## src/common/tdro_pkg.sv

```systemverilog
// Constants shared by both ends of the override register link.
// Assumes a single 20 MHz clock on both ends.
package tdro_pkg;
   localparam logic [7:0] ADDR_SENS_HI   = 8'h00;
   localparam logic [7:0] ADDR_SENS_LO   = 8'h01;
   localparam logic [7:0] ADDR_CONV0_HI  = 8'h02;
   localparam logic [7:0] ADDR_CONV0_LO  = 8'h03;
   localparam logic [7:0] ADDR_CONV1_HI  = 8'h04;
   localparam logic [7:0] ADDR_CONV1_LO  = 8'h05;
   localparam logic [7:0] ADDR_STATUS    = 8'h07;
   localparam logic [7:0] ADDR_OVR_SEL   = 8'h08;
   localparam logic [7:0] ADDR_SOVR_HI   = 8'h09;
   localparam logic [7:0] ADDR_SOVR_LO   = 8'h0a;
   localparam logic [7:0] ADDR_C0OVR_HI  = 8'h0b;
   localparam logic [7:0] ADDR_C0OVR_LO  = 8'h0c;
   localparam logic [7:0] ADDR_C1OVR_HI  = 8'h0d;
   localparam logic [7:0] ADDR_C1OVR_LO  = 8'h0e;
   localparam logic [7:0] ADDR_ACCESS    = 8'h11;
   localparam logic [7:0] PSWD_FIRST     = 8'hcd;
   localparam logic [7:0] PSWD_TOP       = 8'hf0;
   localparam logic [7:0] PSWD_MID       = 8'hef;
   localparam logic [1:0] LEVEL_BASE     = 2'h0;
   localparam logic [1:0] LEVEL_MID      = 2'h1;
   localparam logic [1:0] LEVEL_TOP      = 2'h3;
   localparam int         SEL_TEMP_BIT   = 0;
   localparam int         SEL_CONV_BIT   = 1;
   localparam logic [7:0] STATUS_BUSY    = 8'h01;
   localparam logic [7:0] STATUS_READY   = 8'h00;
   localparam logic [7:0] BYTE_ZERO      = 8'h00;
   localparam logic [11:0] WORD_ZERO     = 12'h000;
   localparam longint     CLK_PERIOD_NS  = 50;
   localparam longint     SAMPLE_NS      = 25000000;
   localparam longint     READY_MAX_NS   = 100000000;
   localparam int SAMPLE_CYCLES = int'((SAMPLE_NS + CLK_PERIOD_NS - 1) / CLK_PERIOD_NS);
   localparam int READY_CYCLES  = int'(READY_MAX_NS / CLK_PERIOD_NS);
   // Host APB map.
   localparam logic [11:0] APB_CMD       = 12'h000;
   localparam logic [11:0] APB_STATUS    = 12'h004;
   localparam int         CMD_ADDR_LSB   = 0;
   localparam int         CMD_DATA_LSB   = 8;
   localparam int         CMD_WRITE_BIT  = 16;
   localparam int         STAT_BUSY_BIT  = 0;
   localparam int         STAT_DONE_BIT  = 1;
   localparam int         STAT_DATA_LSB  = 8;
   localparam logic [31:0] WORD32_ZERO   = 32'h0000_0000;
endpackage : tdro_pkg

```

## src/common/tdro_link_if.sv

```systemverilog
// Register access link between the host controller and the device.
// Both ends run on the same pclk; the bench supplies it.
`timescale 1ns/1ps
`default_nettype none
interface tdro_link_if;
   logic       req;    // Host request, held until ack.
   logic       we;     // High for a write.
   logic [7:0] addr;   // Register address.
   logic [7:0] wdata;  // Write data.
   logic       ack;    // Device one-cycle answer.
   logic [7:0] rdata;  // Read data, valid with ack.
   modport dev  (input req, we, addr, wdata, output ack, rdata);
   modport host (output req, we, addr, wdata, input ack, rdata);
endinterface : tdro_link_if
`default_nettype wire

```

## src/verilog/tdro_device.sv

```systemverilog
// Register bank of the temperature compensated dual converter.
// Assumes the host keeps each request steady until ack and obeys the read order.
// Summary of operation
// - Override data and select cleared at reset.
// - Sensor word split high nibble, low byte.
// - Sensor result refreshed every 25 ms.
// - High-then-low sensor reads give one sample.
// - Host reads sensor, converter0, converter1 in order.
// - Skipping sensor low keeps converter coherency.
// - Converter results feed inputs unless overridden.
// - Converter and override high bits 7:4 zero.
// - Sensor high bits 6:5 read zero.
// - Status cleared within 100 ms of reset.
// - Status zero means sensor output valid.
// - Select bit 0 indexes table with override.
// - Select bit 1 drives converters from overrides.
// - Host writes select only 0, 1 or 2.
// - Host writes reserved select bits as zero.
// - Override writes need top access level.
// - Override high nibble pends until low write.
`timescale 1ns/1ps
`default_nettype none
module tdro_device #(
   parameter int SAMPLE_CYCLES = tdro_pkg::SAMPLE_CYCLES,
   parameter int READY_CYCLES  = tdro_pkg::READY_CYCLES
) (
   input  wire logic        pclk,          // Clock.
   input  wire logic        presetn,       // Asynchronous reset, low.
   tdro_link_if.dev         link,          // Register link.
   input  wire logic [11:0] sensor_word,   // Sensor conversion output.
   input  wire logic [11:0] comp0_word,    // Converter0 arithmetic result.
   input  wire logic [11:0] comp1_word,    // Converter1 arithmetic result.
   output logic             sample_pulse,  // Sensor result taken this cycle.
   output logic [11:0]      table_index,   // Temperature feeding the table.
   output logic [11:0]      conv0_input,   // Converter0 input word.
   output logic [11:0]      conv1_input    // Converter1 input word.
);
   ////////////////////////////////////////////////////////////////////////////
   logic [31:0] sample_cnt_q;
   logic [31:0] ready_cnt_q;
   logic [11:0] sensor_q;
   logic [11:0] comp0_q;
   logic [11:0] comp1_q;
   logic [7:0]  status_q;
   logic [7:0]  snap_sens_lo_q;
   logic [7:0]  snap_c0_hi_q;
   logic [7:0]  snap_c0_lo_q;
   logic [7:0]  snap_c1_hi_q;
   logic [7:0]  snap_c1_lo_q;
   logic [1:0]  sel_q;
   logic [1:0]  level_q;
   logic        pswd_armed_q;
   logic [3:0]  pend_s_q;
   logic [3:0]  pend_c0_q;
   logic [3:0]  pend_c1_q;
   logic [11:0] sovr_q;
   logic [11:0] c0ovr_q;
   logic [11:0] c1ovr_q;
   logic        ack_q;
   logic [7:0]  rdata_q;
   logic        take;
   logic        wr;
   logic        rd;
   logic        top_wr;

   assign take   = link.req && !ack_q;
   assign wr     = take && link.we;
   assign rd     = take && !link.we;
   assign top_wr = wr && (level_q == tdro_pkg::LEVEL_TOP);

   assign link.ack   = ack_q;
   assign link.rdata = rdata_q;

   ////////////////////////////////////////////////////////////////////////////
   // Sensor sampling and start-up status.
   always_ff @(posedge pclk or negedge presetn) begin
      if (!presetn) begin
         sample_cnt_q <= 32'h0000_0000;
         sample_pulse <= 1'b0;
         sensor_q     <= tdro_pkg::WORD_ZERO;
      end else begin
         sample_pulse <= 1'b0;
         if (sample_cnt_q == 32'(SAMPLE_CYCLES - 1)) begin
            sample_cnt_q <= 32'h0000_0000;
            sample_pulse <= 1'b1;
            sensor_q     <= sensor_word;
         end else begin
            sample_cnt_q <= sample_cnt_q + 32'h0000_0001;
         end
      end
   end

   // The result only counts as valid once the first sample is in; READY_CYCLES is
   // not tied to SAMPLE_CYCLES, and by default spans four sample periods.
   always_ff @(posedge pclk or negedge presetn) begin
      if (!presetn) begin
         ready_cnt_q <= 32'h0000_0000;
         status_q    <= tdro_pkg::STATUS_BUSY;
      end else if (ready_cnt_q != 32'(READY_CYCLES - 1)) begin
         ready_cnt_q <= ready_cnt_q + 32'h0000_0001;
      end else begin
         status_q <= tdro_pkg::STATUS_READY;
      end
   end

   always_ff @(posedge pclk or negedge presetn) begin
      if (!presetn) begin
         comp0_q <= tdro_pkg::WORD_ZERO;
         comp1_q <= tdro_pkg::WORD_ZERO;
      end else begin
         comp0_q <= comp0_word;
         comp1_q <= comp1_word;
      end
   end

   ////////////////////////////////////////////////////////////////////////////
   // Snapshot taken on the sensor high read; later reads return it.
   always_ff @(posedge pclk or negedge presetn) begin
      if (!presetn) begin
         snap_sens_lo_q <= tdro_pkg::BYTE_ZERO;
         snap_c0_hi_q   <= tdro_pkg::BYTE_ZERO;
         snap_c0_lo_q   <= tdro_pkg::BYTE_ZERO;
         snap_c1_hi_q   <= tdro_pkg::BYTE_ZERO;
         snap_c1_lo_q   <= tdro_pkg::BYTE_ZERO;
      end else if (rd && link.addr == tdro_pkg::ADDR_SENS_HI) begin
         snap_sens_lo_q <= sensor_q[7:0];
         snap_c0_hi_q   <= {4'h0, comp0_q[11:8]};
         snap_c0_lo_q   <= comp0_q[7:0];
         snap_c1_hi_q   <= {4'h0, comp1_q[11:8]};
         snap_c1_lo_q   <= comp1_q[7:0];
      end
   end

   ////////////////////////////////////////////////////////////////////////////
   // Two-byte password; any other access register write drops back.
   always_ff @(posedge pclk or negedge presetn) begin
      if (!presetn) begin
         level_q      <= tdro_pkg::LEVEL_BASE;
         pswd_armed_q <= 1'b0;
      end else if (wr && link.addr == tdro_pkg::ADDR_ACCESS) begin
         pswd_armed_q <= (link.wdata == tdro_pkg::PSWD_FIRST);
         if (pswd_armed_q && link.wdata == tdro_pkg::PSWD_TOP) begin
            level_q <= tdro_pkg::LEVEL_TOP;
         end else if (pswd_armed_q && link.wdata == tdro_pkg::PSWD_MID) begin
            level_q <= tdro_pkg::LEVEL_MID;
         end else if (link.wdata != tdro_pkg::PSWD_FIRST) begin
            level_q <= tdro_pkg::LEVEL_BASE;
         end
      end
   end

   ////////////////////////////////////////////////////////////////////////////
   // Override registers. Only the select field is stored; the host keeps
   // reserved bits and the legal codes.
   always_ff @(posedge pclk or negedge presetn) begin
      if (!presetn) begin
         sel_q     <= 2'h0;
         pend_s_q  <= 4'h0;
         pend_c0_q <= 4'h0;
         pend_c1_q <= 4'h0;
         sovr_q    <= tdro_pkg::WORD_ZERO;
         c0ovr_q   <= tdro_pkg::WORD_ZERO;
         c1ovr_q   <= tdro_pkg::WORD_ZERO;
      end else if (top_wr) begin
         case (link.addr)
            tdro_pkg::ADDR_OVR_SEL:  sel_q     <= link.wdata[1:0];
            tdro_pkg::ADDR_SOVR_HI:  pend_s_q  <= link.wdata[3:0];
            tdro_pkg::ADDR_C0OVR_HI: pend_c0_q <= link.wdata[3:0];
            tdro_pkg::ADDR_C1OVR_HI: pend_c1_q <= link.wdata[3:0];
            tdro_pkg::ADDR_SOVR_LO:  sovr_q    <= {pend_s_q, link.wdata};
            tdro_pkg::ADDR_C0OVR_LO: c0ovr_q   <= {pend_c0_q, link.wdata};
            tdro_pkg::ADDR_C1OVR_LO: c1ovr_q   <= {pend_c1_q, link.wdata};
            default: begin
            end
         endcase
      end
   end

   always_ff @(posedge pclk or negedge presetn) begin
      if (!presetn) begin
         table_index <= tdro_pkg::WORD_ZERO;
         conv0_input <= tdro_pkg::WORD_ZERO;
         conv1_input <= tdro_pkg::WORD_ZERO;
      end else begin
         table_index <= sel_q[tdro_pkg::SEL_TEMP_BIT] ? sovr_q : sensor_q;
         conv0_input <= sel_q[tdro_pkg::SEL_CONV_BIT] ? c0ovr_q : comp0_q;
         conv1_input <= sel_q[tdro_pkg::SEL_CONV_BIT] ? c1ovr_q : comp1_q;
      end
   end

   ////////////////////////////////////////////////////////////////////////////
   // Answer: one cycle after a request is seen. Unmapped reads return zero.
   always_ff @(posedge pclk or negedge presetn) begin
      if (!presetn) begin
         ack_q   <= 1'b0;
         rdata_q <= tdro_pkg::BYTE_ZERO;
      end else begin
         ack_q <= take;
         if (rd) begin
            case (link.addr)
               tdro_pkg::ADDR_SENS_HI:  rdata_q <= {4'h0, sensor_q[11:8]};
               tdro_pkg::ADDR_SENS_LO:  rdata_q <= snap_sens_lo_q;
               tdro_pkg::ADDR_CONV0_HI: rdata_q <= snap_c0_hi_q;
               tdro_pkg::ADDR_CONV0_LO: rdata_q <= snap_c0_lo_q;
               tdro_pkg::ADDR_CONV1_HI: rdata_q <= snap_c1_hi_q;
               tdro_pkg::ADDR_CONV1_LO: rdata_q <= snap_c1_lo_q;
               tdro_pkg::ADDR_STATUS:   rdata_q <= status_q;
               tdro_pkg::ADDR_OVR_SEL:  rdata_q <= {6'h00, sel_q};
               tdro_pkg::ADDR_SOVR_HI:  rdata_q <= {4'h0, sovr_q[11:8]};
               tdro_pkg::ADDR_SOVR_LO:  rdata_q <= sovr_q[7:0];
               tdro_pkg::ADDR_C0OVR_HI: rdata_q <= {4'h0, c0ovr_q[11:8]};
               tdro_pkg::ADDR_C0OVR_LO: rdata_q <= c0ovr_q[7:0];
               tdro_pkg::ADDR_C1OVR_HI: rdata_q <= {4'h0, c1ovr_q[11:8]};
               tdro_pkg::ADDR_C1OVR_LO: rdata_q <= c1ovr_q[7:0];
               tdro_pkg::ADDR_ACCESS:   rdata_q <= {6'h00, level_q};
               default:                 rdata_q <= tdro_pkg::BYTE_ZERO;
            endcase
         end
      end
   end
endmodule : tdro_device
`default_nettype wire

```

## src/flat_wrapper.sv

```systemverilog
// flat-port wrapper written by rule: the top's interface ports become plain ports
module tdro_device_flat 
#(
   parameter int SAMPLE_CYCLES = tdro_pkg::SAMPLE_CYCLES,
   parameter int READY_CYCLES  = tdro_pkg::READY_CYCLES
)
  (pclk, presetn, sensor_word, comp0_word, comp1_word, sample_pulse, table_index, conv0_input, conv1_input, link_req, link_we, link_addr, link_wdata, link_ack, link_rdata);
  tdro_link_if link_i ();
  input  wire logic pclk;
  input  wire logic presetn;
  input  wire logic [11:0] sensor_word;
  input  wire logic [11:0] comp0_word;
  input  wire logic [11:0] comp1_word;
  output logic sample_pulse;
  output logic [11:0] table_index;
  output logic [11:0] conv0_input;
  output logic [11:0] conv1_input;
  input wire logic [$bits(link_i.req)-1:0] link_req;
  input wire logic [$bits(link_i.we)-1:0] link_we;
  input wire logic [$bits(link_i.addr)-1:0] link_addr;
  input wire logic [$bits(link_i.wdata)-1:0] link_wdata;
  output wire logic [$bits(link_i.ack)-1:0] link_ack;
  output wire logic [$bits(link_i.rdata)-1:0] link_rdata;
  assign link_i.req = link_req;
  assign link_i.we = link_we;
  assign link_i.addr = link_addr;
  assign link_i.wdata = link_wdata;
  assign link_ack = link_i.ack;
  assign link_rdata = link_i.rdata;
  tdro_device #(.SAMPLE_CYCLES(SAMPLE_CYCLES), .READY_CYCLES(READY_CYCLES)) u_core (.pclk(pclk), .presetn(presetn), .link(link_i), .sensor_word(sensor_word), .comp0_word(comp0_word), .comp1_word(comp1_word), .sample_pulse(sample_pulse), .table_index(table_index), .conv0_input(conv0_input), .conv1_input(conv1_input));
endmodule
```

## config.mk

```make
export PLATFORM = sky130hd
export DESIGN_NAME = tdro_device_flat
export DESIGN_NICKNAME = d
export VERILOG_FILES = /design/src/common/tdro_pkg.sv /design/src/common/tdro_link_if.sv /design/src/verilog/tdro_device.sv /design/src/flat_wrapper.sv
export SDC_FILE = /design/constraint.sdc
export NUM_CORES = 1
export LEC_CHECK = 0
export ABC_AREA = 0
export BUFFER_PORTS_ARGS = -buffer_cell sky130_fd_sc_hd__buf_2
export CORE_AREA = 10 10 177 162
export DETAILED_ROUTE_END_ITERATION = 16
export DIE_AREA = 0 0 187 172
export GPL_TIMING_DRIVEN = 0
export PLACE_DENSITY = 0.64
export SYNTH_ARGS = -nofsm -noshare
export SYNTH_HDL_FRONTEND = slang
export SYNTH_SLANG_ARGS = --single-unit
```

## constraint.sdc

```tcl
create_clock -name pclk -period 2.25 [get_ports pclk]
set_input_delay 0.1125 -clock pclk [delete_from_list [all_inputs] [get_ports pclk]]
set_output_delay 0.1125 -clock pclk [all_outputs]
set_load 0.02 [all_outputs]
```

== After elaboration in Yosys (flattened, before gate mapping) ==
Index checks and enable logic that the tools add are counted.

* Flip-flop bits (word level): 232
* Logic and storage cells: 78
* Input port bits: 56
* Output and inout bits: 46

* Reduce and logical (&&, ||, !) cells: 20
* Add/subtract/negate cells: 2
* Muxes and demuxes: 9
* Equality and inequality tests: 21

{| class="wikitable"
|+ Operators with widths
! operator !! count
|-
| 8-bit one-hot mux with 15 select lines || 1
|-
| 32-bit by 1-bit adder with 32-bit output, second input constant || 2
|-
| 8-bit by 4-bit == test with 1-bit output, second input constant || 7
|-
| 12-bit two-way mux || 3
|-
| 32-bit by 19-bit == test with 1-bit output, second input constant || 1
|-
| 32-bit two-way mux || 1
|-
| 32-bit by 21-bit != test with 1-bit output, second input constant || 1
|-
| 8-bit by 3-bit == test with 1-bit output, second input constant || 3
|-
| 8-bit == test, second input constant || 3
|-
| 8-bit by 2-bit == test with 1-bit output, second input constant || 2
|-
| 2-bit AND reduction || 8
|-
| 8-bit by 1-bit == test with 1-bit output, second input constant || 1
|-
| 8-bit by 5-bit == test with 1-bit output, second input constant || 1
|-
| 1-bit logical AND || 8
|-
| 8-bit logical NOT || 1
|-
| 8-bit != test, second input constant || 1
|-
| 2-bit two-way mux || 3
|-
| 3-bit nonzero test || 1
|-
| 2-bit == test, second input constant || 1
|-
| 1-bit logical NOT || 2
|-
| 1-bit two-way mux || 1
|}

== Depth between registers and ports, before layout ==
* Depth in word-level cells: 5
* Gate-level depth with buffers: 8
* Depth with buffers taken out: 6

== Least setup slack after synthesis ==
Ideal clock, no wire load.

* Kind: flip-flop to flip-flop
* Start: register u_core.ready_cnt_q[27]
* End: register u_core.ready_cnt_q[1]
* Path slack: 0.157 ns
* Buffers on the path: 1
* Required time: 2.122 ns
* Library setup time: 0.128 ns
* Stages on the path, launching flop included: 6
* Clock period less this slack: 2.093 ns
* Arrival time: 1.965 ns
* Cell sequence: dfrtp_1 -> or4_1 -> nor3_1 -> or4b_1 -> clkbuf_1 -> mux2_1

* Longest elaborated chain between the ends: 1

{| class="wikitable"
|+ RTL lines
! element !! line !! text
|-
| start, declared || tdro_device.sv:40 || <nowiki>logic [31:0] ready_cnt_q;</nowiki>
|-
| start signal, assigned || tdro_device.sv:100 || <nowiki>ready_cnt_q <= ready_cnt_q + 32'h0000_0001;</nowiki>
|-
| 32-bit by 21-bit != test with 1-bit output || tdro_device.sv:99 || <nowiki>end else if (ready_cnt_q != 32'(READY_CYCLES - 1)) begin</nowiki>
|}

No other way between the ends.
A chain may end at the register's enable or synchronous reset.

== Final worst setup path ==
* Start: register u_core.ack_q, in the netlist u_core.link.ack
* End: register u_core.c1ovr_q[2]

* Longest elaborated chain between the ends: 5

{| class="wikitable"
|+ RTL lines
! element !! line !! text
|-
| start, declared || tdro_device.sv:59 || <nowiki>logic ack_q;</nowiki>
|-
| start signal, assigned || tdro_device.sv:198 || <nowiki>ack_q <= take;</nowiki>
|-
| 1-bit logical NOT || tdro_device.sv:66 || <nowiki>assign take = link.req && !ack_q;</nowiki>
|-
| 1-bit logical AND || tdro_device.sv:66 ||
|-
| 1-bit logical AND || tdro_device.sv:67 || <nowiki>assign wr = take && link.we;</nowiki>
|-
| 1-bit logical AND || tdro_device.sv:69 || <nowiki>assign top_wr = wr && (level_q == tdro_pkg::LEVEL_TOP);</nowiki>
|-
| 2-bit AND reduction (no source line) || - ||
|-
| end signal, assigned || tdro_device.sv:163 || <nowiki>c1ovr_q <= tdro_pkg::WORD_ZERO;</nowiki>
|-
| end signal, assigned || tdro_device.sv:172 || <nowiki>tdro_pkg::ADDR_C1OVR_LO: c1ovr_q <= {pend_c1_q, link.wdata};</nowiki>
|-
| end, declared || tdro_device.sv:58 || <nowiki>logic [11:0] c1ovr_q;</nowiki>
|}

No other way between the ends.

==> out/qor.yml <==
routing:
  finalWirelength_mm: 25.0
  ant_nets: 0
  first_iter_violations: 370
  vias: 6661
  wl_per_cell_um: 19.3
  first_pass_iters: 5
  routed_via_density: 5.14
  drc_errors: 0
cts:
  worstSkewPairLatency_ns: 0.53
  cts_made_buffers: 25
  htree_levels: 1
  cts.sinks: 232
  cts_tree: "yes"
  clk_pin_slew_ns: 0.07
  cts_setup_buffers: 0
  clockBufferDepth: 3
  cts_root_buf: "clkbuf_16"
sta:
  finalHoldViolCount: 0
  relSlewSlack: 0.269
  grt_setup_unrepaired: "false"
  tns_ns: 0
  finClkSkew_ns: 0.0140
  setup_violations: 0
  tightest_slew_ns: 1.08
  fin_crit_ns: 2.15
  maxSlewViolCount: 0
  fmax_ghz: 0.464
  period_share: 0.957
floorplanning:
  initial_core_util: 0.395
  boundaryPins: 102
  fp.dieArea_mm2: 0.0322
  die_w_um: 187
  rows: 55
  die-height_um: 172
  coreArea_mm2: 0.0249
critical_path:
  path_delay_family: "simple AND/OR/NAND/NOR gates"
  cp.buffers_inverters: 1
  crit_path_frequent_cell: "and3_1"
  ff2ff_path_depth: 5
  cp-start-kind: "flip-flop"
  max_stage_delay_ns: 0.40
  required_ns: 2.65
  endpoint_kind: "flip-flop"
  r2r-start: "u_core.link.ack"
  reg2reg_slack_ns: 0.1
  crit_path_top_delay_cell: "dfrtp_1"
  path_class: "flip-flop to flip-flop"
  timing.rr.end: "u_core.c1ovr_q[2]"
  crit_chain: "and3b_1, and3_1, and3_1, buf_2, mux2_2"
  cp_data_arrival_time_ns: 2.55
  cp_max_fo: 10
place:
  hpwl_mm: 17.7
  placed_cells: 1207
  placed_cell_area_mm2: 0.0108
  io_buffers: 99
  gp_congestion: 0.939
hold_path:
  hold_depth: 4
  min_to: "u_core.level_q[1]"
  hp-class: "input pin to flip-flop"
  hp-start: "link_addr[4]"
yosys:
  ys_types: 59
  synth_area_per_cell_um2: 12.9
  synth_area_mm2: 0.00985
  synth-seq-cells: 232
  ys_async_sr_fraction: 1.00
  synth_nets: 822
  ys_dominant_reg_cell: "dfrtp_1"
  synthCells: 764
  synth-seq-area-share: 0.589
  yosysWarnings: 0
  synth-edff-count: 0
cells_and_area:
  fin_area_mm2: 0.0122
  reg_top3: "u_core.ready_cnt_q x32, u_core.sample_cnt_q x32"
  drive_gt1_frac: 0.320
  stdcell_count: 1295
  antenna_cells: 0
  fin_nets: 992
  area_delta_synth_final_pct: 23.5
  final_common_cell: "dfrtp_1"
  final_cell_mix: "231 x dfrtp_1, 131 x mux2_2, 104 x buf_2, 44 x dlygate4sd3_1, 40 x nor2_1"
pwr:
  cellPowerDensity_mw_per_mm2: 724
  ir_worst_vdd_mv: 0.491
  p_leak_nw: 5.78
global_routing:
  grt_pass1_wl_mm: 40.3
  grt_overflow: 0
  grt_pass1_vias: 7053
  grt_max_degree: 93
  grtUsageTotal: 0.156
  antenna_found_initial: 0
status:
  outcome: "complete, no violations"
run:
  max-cap-violations: 0
per-layer routing:
layer | up-vias | share of wire | track usage
met5 | - | 0 | 0
met4 | 0 | 0.027 | 0.0466
met3 | 41 | 0.041 | 0.0266
met2 | 149 | 0.46 | 0.253
met1 | 3364 | 0.47 | 0.212
li1 | 3107 | - | -
where the power goes:
part	internal, mW	switching [mW]	total, mW
clock network	2.49	1.65	4.14
logic	0.164	0.250	0.414
registers	4.23	0.0267	4.25
cell type report:
class                           instances  area [um^2]
Buffer                                 29          148
Clock inverter                          6         62.6
Inverter                               12         45.0
Clock buffer                           40          782
Sequential cell                       232         5810
Multi-Input combinational cell        489         3890
Tap cell                              342          428
Timing Repair Buffer                  145         1000
Fill cell                            2287        12700
cell families (layout without fill, tap and decap cells):
kind of cell    after synthesis  after routing  synth area share
flops                       232            232             0.589
simple gates                224            224             0.124
mux                         151            151             0.175
compound gates               58             58            0.0413
xor+xnor                     54             54            0.0480
buf+inv                      43            232            0.0196
fa+ha+maj                     2              2           0.00254
stage by stage:
stage,utilization,hold slack [ns],total power [mW],setup slack (ns)
detailed placement,0.435,0.107,4.68,-0.233
global placement,0.432,0.222,4.67,-3.02
floorplan,-,-0.183,4.45,0.157
finish,0.488,0.0445,8.81,0.0962
global route,0.488,0.0327,9.11,0.00393
CTS,0.487,0.0157,8.92,0.00556
worst register-to-register path, cell delays in order (launching register included):
cell and delay (ns):
dfrtp_1 0.40, and3b_1 0.31, and3_1 0.33, and3_1 0.26
buf_2 0.35, mux2_2 0.39
repair_timing:
item	4_1_cts	5_1_grt
resized for setup	5	6
hold endpoints to repair	132	0
hold buffers	44	0
setup endpoints to repair	23	29
cloned	0	0
synth_stat cells (2+ instances only):
master    number  share of area
a211oi_1       2         0.0015
a21o_1         2         0.0015
a21oi_1        4         0.0020
a221oi_1       6         0.0053
a22o_1         3         0.0027
a31oi_1        6         0.0038
a32o_1         4         0.0041
a32oi_1        4         0.0036
a41oi_1        2         0.0018
and2_1         4         0.0025
and3_1        15         0.0095
and4_1         8         0.0071
buf_1          8         0.0030
buf_2          7         0.0036
buf_6          3         0.0034
clkbuf_1      13         0.0050
dfrtp_1      231           0.59
ha_1           2         0.0025
inv_1         12         0.0046
mux2_2       131           0.15
mux2_4         4         0.0061
mux2i_1       13          0.013
mux4_2         2         0.0046
nand2_1       39          0.015
nand2b_1       3         0.0019
nand3_1       35          0.018
nand3b_1       4         0.0030
nand4_1       16          0.010
nand4b_1       3         0.0027
nor2_1        41          0.016
nor2b_1        6         0.0038
nor3_1        15         0.0076
nor3b_1        2         0.0015
nor4_1        16          0.010
nor4b_1        4         0.0036
o21a_1         2         0.0015
o21ai_0       16         0.0081
or4_1          2         0.0015
or4_4          2         0.0023
xnor2_1       26          0.023
xor2_1        28          0.025
worst max path at each step:
stage	start	to	slack (ns)	cells after the start
2_1_floorplan	u_core.ready_cnt_q[27]	u_core.ready_cnt_q[1]	0.16	5
3_5_place_dp	link_addr[2]	u_core.link.rdata[6]	-0.23	7
5_1_grt	u_core.link.ack	u_core.link.rdata[6]	0.004	6
4_1_cts	u_core.link.ack	u_core.link.rdata[6]	0.006	6
3_3_place_gp	presetn	u_core.ready_cnt_q[28]	-3.02	1
6_report	u_core.link.ack	u_core.c1ovr_q[2]	0.1	5
No activity file was read; power rests on OpenSTA's default activity.
